## src/hdl/apop_pkg.sv

```systemverilog
// Package with constants and carrier types for the converter parallel output port.
package apop_pkg;
	localparam int SAMPLE_WIDTH      = 12;
	localparam int PIPE_DEPTH        = 2;
	localparam int DELAY_SEL_WIDTH   = 2;
	localparam int MSB_POS           = 11;
	localparam int LSB_POS           = 0;
	localparam int SYNC_STAGES       = 3;
	localparam int MAX_RATE_MHZ      = 80;
	localparam int SYS_CLK_PERIOD_NS = 100;
	localparam int STROBE_WIDTH_NS   = 100;
	localparam int STROBE_WIDTH_CYC  = (STROBE_WIDTH_NS + SYS_CLK_PERIOD_NS - 1) / SYS_CLK_PERIOD_NS;
	localparam logic [11:0] WORD_RESET  = 12'h000;
	localparam logic [11:0] MSB_FLIP    = 12'h800;

	// One converted sample as taken from the analog side.
	typedef struct packed {
		logic [11:0] code;
		logic        in_range;
	} apop_sample_t;

	// Static configuration levels driven by the outside party.
	typedef struct packed {
		logic twos_complement_select;
		logic strobe_delay_sel_hi;
		logic strobe_delay_sel_lo;
		logic chip_enable_n;
	} apop_cfg_t;
endpackage : apop_pkg

```

## src/hdl/apop_port.sv

```systemverilog
// Parallel output port of a 12-bit sampling converter with programmable done strobe.
`timescale 1ns/1ns
import apop_pkg::*;
module apop_port #(
	parameter int WIDTH = SAMPLE_WIDTH
) (
	input  wire logic                  clk_sys_in,
	input  wire logic                  resetn_in,
	input  wire logic                  sample_clock_in,
	input  wire logic                  sample_clock_complement_in,
	input  apop_pkg::apop_sample_t     sample_in,
	input  apop_pkg::apop_cfg_t        cfg_in,
	output logic [WIDTH-1:0]           sample_word_out,
	output logic                       in_range_flag_out,
	output logic                       conversion_done_strobe_out,
	output logic                       sample_word_oe_out
);
	import apop_pkg::*;

	logic [2:0]       cfg_sync;
	logic             clk_sync;
	logic             sample_clock_complement_sync;
	logic             clk_prev_r;
	logic             take_edge;
	apop_sample_t     stage_r [PIPE_DEPTH];
	logic [PIPE_DEPTH-1:0] stage_valid_r;
	logic             word_valid;
	logic [1:0]       delay_cnt_r;
	logic             delay_run_r;
	logic [3:0]       width_cnt_r;
	logic [11:0]      coded;
	logic             enabled;

	// Sample clock pair and static levels come from outside this clock's domain.
	apop_sync #(.WIDTH(5)) u_sync (
		.clk_sys_in (clk_sys_in),
		.resetn_in  (resetn_in),
		.async_in   ({sample_clock_in, sample_clock_complement_in, cfg_in.twos_complement_select,
			cfg_in.strobe_delay_sel_hi, cfg_in.strobe_delay_sel_lo}),
		.sync_out   ({clk_sync, sample_clock_complement_sync, cfg_sync})
	);

	// Chip enable is a static level, sampled directly; a glitch empties the pipeline and costs two words.
	assign enabled = ~cfg_in.chip_enable_n;

	// A sample is taken on a rising edge of the true clock while its complement is low.
	always_ff @(posedge clk_sys_in or negedge resetn_in)
	begin
		if (!resetn_in)
			clk_prev_r <= 1'b0;
		else
			clk_prev_r <= clk_sync;
	end
	assign take_edge = clk_sync & ~clk_prev_r & ~sample_clock_complement_sync & enabled;

	// Fixed two-stage pipeline advanced once per sample clock edge.
	always_ff @(posedge clk_sys_in or negedge resetn_in)
	begin
		if (!resetn_in)
		begin
			for (int i = 0; i < PIPE_DEPTH; i++)
				stage_r[i] <= '0;
			stage_valid_r <= '0;
		end
		else if (take_edge)
		begin
			stage_r[0]    <= sample_in;
			stage_valid_r <= {stage_valid_r[PIPE_DEPTH-2:0], 1'b1};
			for (int i = 1; i < PIPE_DEPTH; i++)
				stage_r[i] <= stage_r[i-1];
		end
		else if (!enabled)
			stage_valid_r <= '0;
	end
	assign word_valid = take_edge & stage_valid_r[PIPE_DEPTH-1];

	// Offset binary becomes two's complement by flipping the top bit.
	assign coded = cfg_sync[2] ? (stage_r[PIPE_DEPTH-1].code ^ MSB_FLIP) : stage_r[PIPE_DEPTH-1].code;

	// Output word and range flag update together so they stay aligned.
	always_ff @(posedge clk_sys_in or negedge resetn_in)
	begin
		if (!resetn_in)
		begin
			sample_word_out   <= WORD_RESET;
			in_range_flag_out <= 1'b0;
		end
		else if (word_valid)
		begin
			for (int b = LSB_POS; b <= MSB_POS; b++)
				sample_word_out[b] <= coded[b];
			in_range_flag_out <= stage_r[PIPE_DEPTH-1].in_range;
		end
	end

	// The sample word floats while disabled; the pad ring resolves the enable.
	always_ff @(posedge clk_sys_in or negedge resetn_in)
	begin
		if (!resetn_in)
			sample_word_oe_out <= 1'b0;
		else
			sample_word_oe_out <= enabled;
	end

	// Strobe delay counts system cycles after each new word, set by the two selects.
	always_ff @(posedge clk_sys_in or negedge resetn_in)
	begin
		if (!resetn_in)
		begin
			delay_cnt_r <= 2'h0;
			delay_run_r <= 1'b0;
		end
		else if (word_valid)
		begin
			delay_cnt_r <= cfg_sync[1:0];
			delay_run_r <= 1'b1;
		end
		else if (delay_run_r && delay_cnt_r != 2'h0)
			delay_cnt_r <= delay_cnt_r - 2'h1;
		else
			delay_run_r <= 1'b0;
	end

	// The strobe rises after the delay and holds long enough to be a clean capture edge.
	always_ff @(posedge clk_sys_in or negedge resetn_in)
	begin
		if (!resetn_in)
		begin
			conversion_done_strobe_out <= 1'b0;
			width_cnt_r                <= 4'h0;
		end
		else if (delay_run_r && delay_cnt_r == 2'h0)
		begin
			conversion_done_strobe_out <= 1'b1;
			width_cnt_r                <= 4'(STROBE_WIDTH_CYC);
		end
		else if (width_cnt_r > 4'h1)
			width_cnt_r <= width_cnt_r - 4'h1;
		else
		begin
			conversion_done_strobe_out <= 1'b0;
			width_cnt_r                <= 4'h0;
		end
	end
endmodule : apop_port

```

## src/hdl/apop_sync.sv

```systemverilog
// Three-stage input synchroniser with agreement of the last two stages.
`timescale 1ns/1ns
module apop_sync #(
	parameter int WIDTH = 1
) (
	input  wire logic             clk_sys_in,
	input  wire logic             resetn_in,
	input  wire logic [WIDTH-1:0] async_in,
	output logic      [WIDTH-1:0] sync_out
);
	logic [WIDTH-1:0] s1_r;
	logic [WIDTH-1:0] s2_r;
	logic [WIDTH-1:0] s3_r;

	// Only the second stage reads the first; a change counts once stages two and three agree.
	always_ff @(posedge clk_sys_in or negedge resetn_in)
	begin
		if (!resetn_in)
		begin
			s1_r     <= '0;
			s2_r     <= '0;
			s3_r     <= '0;
			sync_out <= '0;
		end
		else
		begin
			s1_r <= async_in;
			s2_r <= s1_r;
			s3_r <= s2_r;
			for (int i = 0; i < WIDTH; i++)
				if (s2_r[i] == s3_r[i])
					sync_out[i] <= s3_r[i];
		end
	end
endmodule : apop_sync

```

## config.mk

```make
export PLATFORM = sky130hd
export DESIGN_NAME = apop_port
export DESIGN_NICKNAME = d
export VERILOG_FILES = /design/src/hdl/apop_pkg.sv /design/src/hdl/apop_port.sv /design/src/hdl/apop_sync.sv
export SDC_FILE = /design/constraint.sdc
export NUM_CORES = 1
export LEC_CHECK = 0
export ABC_AREA = 0
export ABC_CLOCK_PERIOD_IN_PS = 3050
export BUFFER_PORTS_ARGS = -buffer_cell sky130_fd_sc_hd__buf_4
export CAP_MARGIN = 0
export CORE_MARGIN = 2
export CORE_UTILIZATION = 45
export CTS_CLUSTER_SIZE = 10
export DETAILED_ROUTE_END_ITERATION = 10
export PLACE_DENSITY = 0.65
export REMOVE_ABC_BUFFERS = 1
export SETUP_SLACK_MARGIN = 0.05
export SLEW_MARGIN = 25
export SYNTH_ARGS = -nofsm -noshare
export SYNTH_HDL_FRONTEND = slang
export SYNTH_SLANG_ARGS = --single-unit
```

## constraint.sdc

```tcl
create_clock -name clk_sys_in -period 3.05 [get_ports clk_sys_in]
set_input_delay 0.305 -clock clk_sys_in [delete_from_list [all_inputs] [get_ports clk_sys_in]]
set_output_delay 0.305 -clock clk_sys_in [all_outputs]
set_load 0.03 [all_outputs]
```

==> flow_summary.toml <==
[worst_setup_path]
max_stage_delay_ns = 0.42
cp_num_buf_inv = 1
crit_family = "simple AND/OR/NAND/NOR gates"
cpMaxStageDelayCell = "dfrtp_1"
arrival_ns = 2.00
cp-end-kind = "register"
rr_startpoint = "u_sync.sync_out[3]$_DFFE_PN0N_"
r2r_end = "sample_word_out[10]$_DFFE_PN0P_"
path_max_fanout = 27
start_kind = "register"
reg2reg_depth = 4
cp.required_ns = 3.27
worstSetupPathType = "register to register"
reg2reg_slack_ns = 1.27
crit_chain = "nor4b_4 -> buf_4 -> nand2_4 -> mux2_4"

[floorplanning]
placementRows = 27
initial_core_util_pct = 46.7
fp.dieH_um = 79.6
fp.dieW_um = 79.6
die_area_um2 = 6340
coreArea_um2 = 5510
io_pins = 36

[routing]
final_antenna_net_count = 0
vias_per_cell = 4.85
drc = 0
via_count = 1328
wire_per_inst_um = 14.6
drt_first_iter_violations = 64
route.final.wire_length_mm = 4.00
drt_first_pass_iters = 3

[place]
routabilityCongestion = 0.737
dpl.cell_count = 259
dp_hpwl_mm = 2.63
dpl-instance-area_um2 = 2910
portBuffers = 35

[sta]
fin_setup_tns_ns = 0
layout_min_cycle_time_ns = 1.78
hold_viol = 0
post-route-period-util_pct = 58.4
final-max-slew-violation-count = 0
fin_skew_ns = 0.00745
rsz0062_at_grt = "no"
worstMarginPinSlew_ns = 0.860
fmax_mhz = 561
setup_viol = 0
max_slew_margin_pct = 42.6

[synthesis]
ys_types = 20
seq_area_frac_synth_pct = 69.1
netlist_area_um2 = 2570
ys_seq_elements = 71
ys_warn_count = 0
syn_area_per_cell_um2 = 16.6
syn_inst = 155

[cts]
cts_tree = "yes"
hold_buffers = 0
h-tree-depth = 3
clock_sinks = 71
clk_latency_ns = 0.33
cts_buffers = 9
cts_resized = 0
cts_root_buffer = "clkbuf_8"
cts.clk_slew.worst_paths_ns = 0.07
cts_buffer_depth = 2
postCtsSetupBuffers = 0

[status]
outcome = "finished, final reports clean"

[hold_path]
min_from = "sample_clock_complement_in"
hp-class = "input pin to register"
min_path_cells = 1
min_to = "u_sync.s1_r[3]$_DFF_PN0_"

[cells_and_area]
fillers = 439
layout-drive-gt1-share_pct = 44.6
num-nets-final = 222
post-route-util_pct = 55.7
area_growth_pct = 19.2
design_area_um2 = 3070
layoutNonFillerInstCount = 274
diodes = 0

[power]
leakage_nw = 1.50
irDropWorstVdd_mv = 0.364
p_per_area_nw_per_um2 = 729

[flow_run]
maxCapViolations = 0

[grt]
grt_pass1_vias = 1478
grt.overflow.total = 0
grt_antenna_before_repair = 0
grt_max_degree = 72
grt.total_usage_pct = 14.9
grt_pass1_wl_mm = 6.86
## cell usage after synthesis
cell type	instances	area [um^2]
dfrtp_1	71	1780
nor3_1	2	10.0
inv_1	7	26.3
nand2_4	1	11.3
maj3_1	5	50.1
buf_6	1	11.3
xnor2_1	3	26.3
buf_4	3	22.5
o31ai_1	1	7.51
mux2i_1	2	20.0
ha_1	3	37.5
nand2_1	2	7.51
mux2_2	33	372
nor2_1	7	26.3
nor3b_1	1	7.51
mux2_4	8	120
nand2b_1	1	6.26
o21ai_0	2	10.0
nor4b_2	1	15.0
xor2_1	1	8.76
## registers in the layout, indices dropped and copies added (netlist names)
| register | cells |
|---|---|
| delay_run_r | 1 |
| delay_cnt_r | 2 |
| u_sync.s2_r | 5 |
| conversion_done_strobe_out | 1 |
| u_sync.s1_r | 5 |
| sample_word_oe_out | 1 |
| u_sync.s3_r | 5 |
| stage_valid_r | 2 |
| stage_r | 26 |
| clk_prev_r | 1 |
| u_sync.sync_out | 5 |
| in_range_flag_out | 1 |
| sample_word_out | 12 |
| width_cnt_r | 4 |
## worst max-delay path by stage
| stage | start | to | slack [ns] | cells past startpoint |
|---|---|---|---|---|
| after floorplan | clk_prev_r$_DFF_PN0_ | in_range_flag_out$_DFFE_PN0P_ | 0.07 | 3 |
| after global placement | clk_prev_r$_DFF_PN0_ | sample_word_out[8]$_DFFE_PN0P_ | 1.31 | 4 |
| after detailed placement | u_sync.sync_out[3]$_DFFE_PN0N_ | sample_word_out[10]$_DFFE_PN0P_ | 1.25 | 4 |
| after CTS | u_sync.sync_out[3]$_DFFE_PN0N_ | sample_word_out[10]$_DFFE_PN0P_ | 1.24 | 4 |
| after global routing | u_sync.sync_out[3]$_DFFE_PN0N_ | sample_word_out[10]$_DFFE_PN0P_ | 1.16 | 4 |
| final | u_sync.sync_out[3]$_DFFE_PN0N_ | sample_word_out[10]$_DFFE_PN0P_ | 1.27 | 4 |
## power by group
part,switching [mW],internal [mW]
Combinational,0.151,0.210
Sequential,0.113,1.14
Clock,0.307,0.313
## layout make-up
class / instances / area [um^2] / share of cell area, %
sequential: 71 / 1780 / 58.0
multi-input combinational: 73 / 744 / 24.3
timing repair buffer: 36 / 270 / 8.82
clock buffer: 14 / 153 / 4.98
tap: 72 / 90.1 / 2.94
inverter: 7 / 26.3 / 0.857
clock inverter: 1 / 5.00 / 0.163
## per-stage QoR
step | total power, mW | hold WS, ns | worst slack [ns]
5_1_grt | 2.37 | 0.0585 | 1.16
3_5_place_dp | 1.64 | 0.341 | 1.25
2_1_floorplan | 1.51 | 0.00941 | 0.0675
6_report | 2.24 | 0.0803 | 1.27
3_3_place_gp | 1.59 | 0.333 | 1.31
4_1_cts | 2.27 | 0.0587 | 1.24
## metal layers
layer  track usage (%)  vias to the layer above  wire length (um)  part of all wire [%]
met2              23.5                       26              2020                    51
met1              17.6                      683              1710                    43
li1                  -                      609                 -                     -
met5                 0                        -                 0                     0
met4              10.3                        0               123                   3.1
met3              3.96                       10               147                   3.7
## logic make-up after synthesis
logic type	Yosys count	share of synthesized area (%)
adders and majority gates	8	3.40
buffers and inverters	11	2.33
muxes	43	19.9
and+or+nand+nor	15	3.26
xor gates and xnor gates	4	1.36
DFF	71	69.1
AOI/OAI and AO/OA	3	0.681
## layout by cell type, fill, tap and decap left out, drive strengths merged, types with 3 or more instances in the layout
master / netlist / final
dfrtp: 71 / 71
nand2: 3 / 3
inv: 7 / 7
maj3: 5 / 5
mux2: 41 / 41
nor2: 7 / 7
xnor2: 3 / 3
ha: 3 / 3
clkbuf: 0 / 14
buf: 4 / 36
No activity file was read; power rests on OpenSTA's default activity.
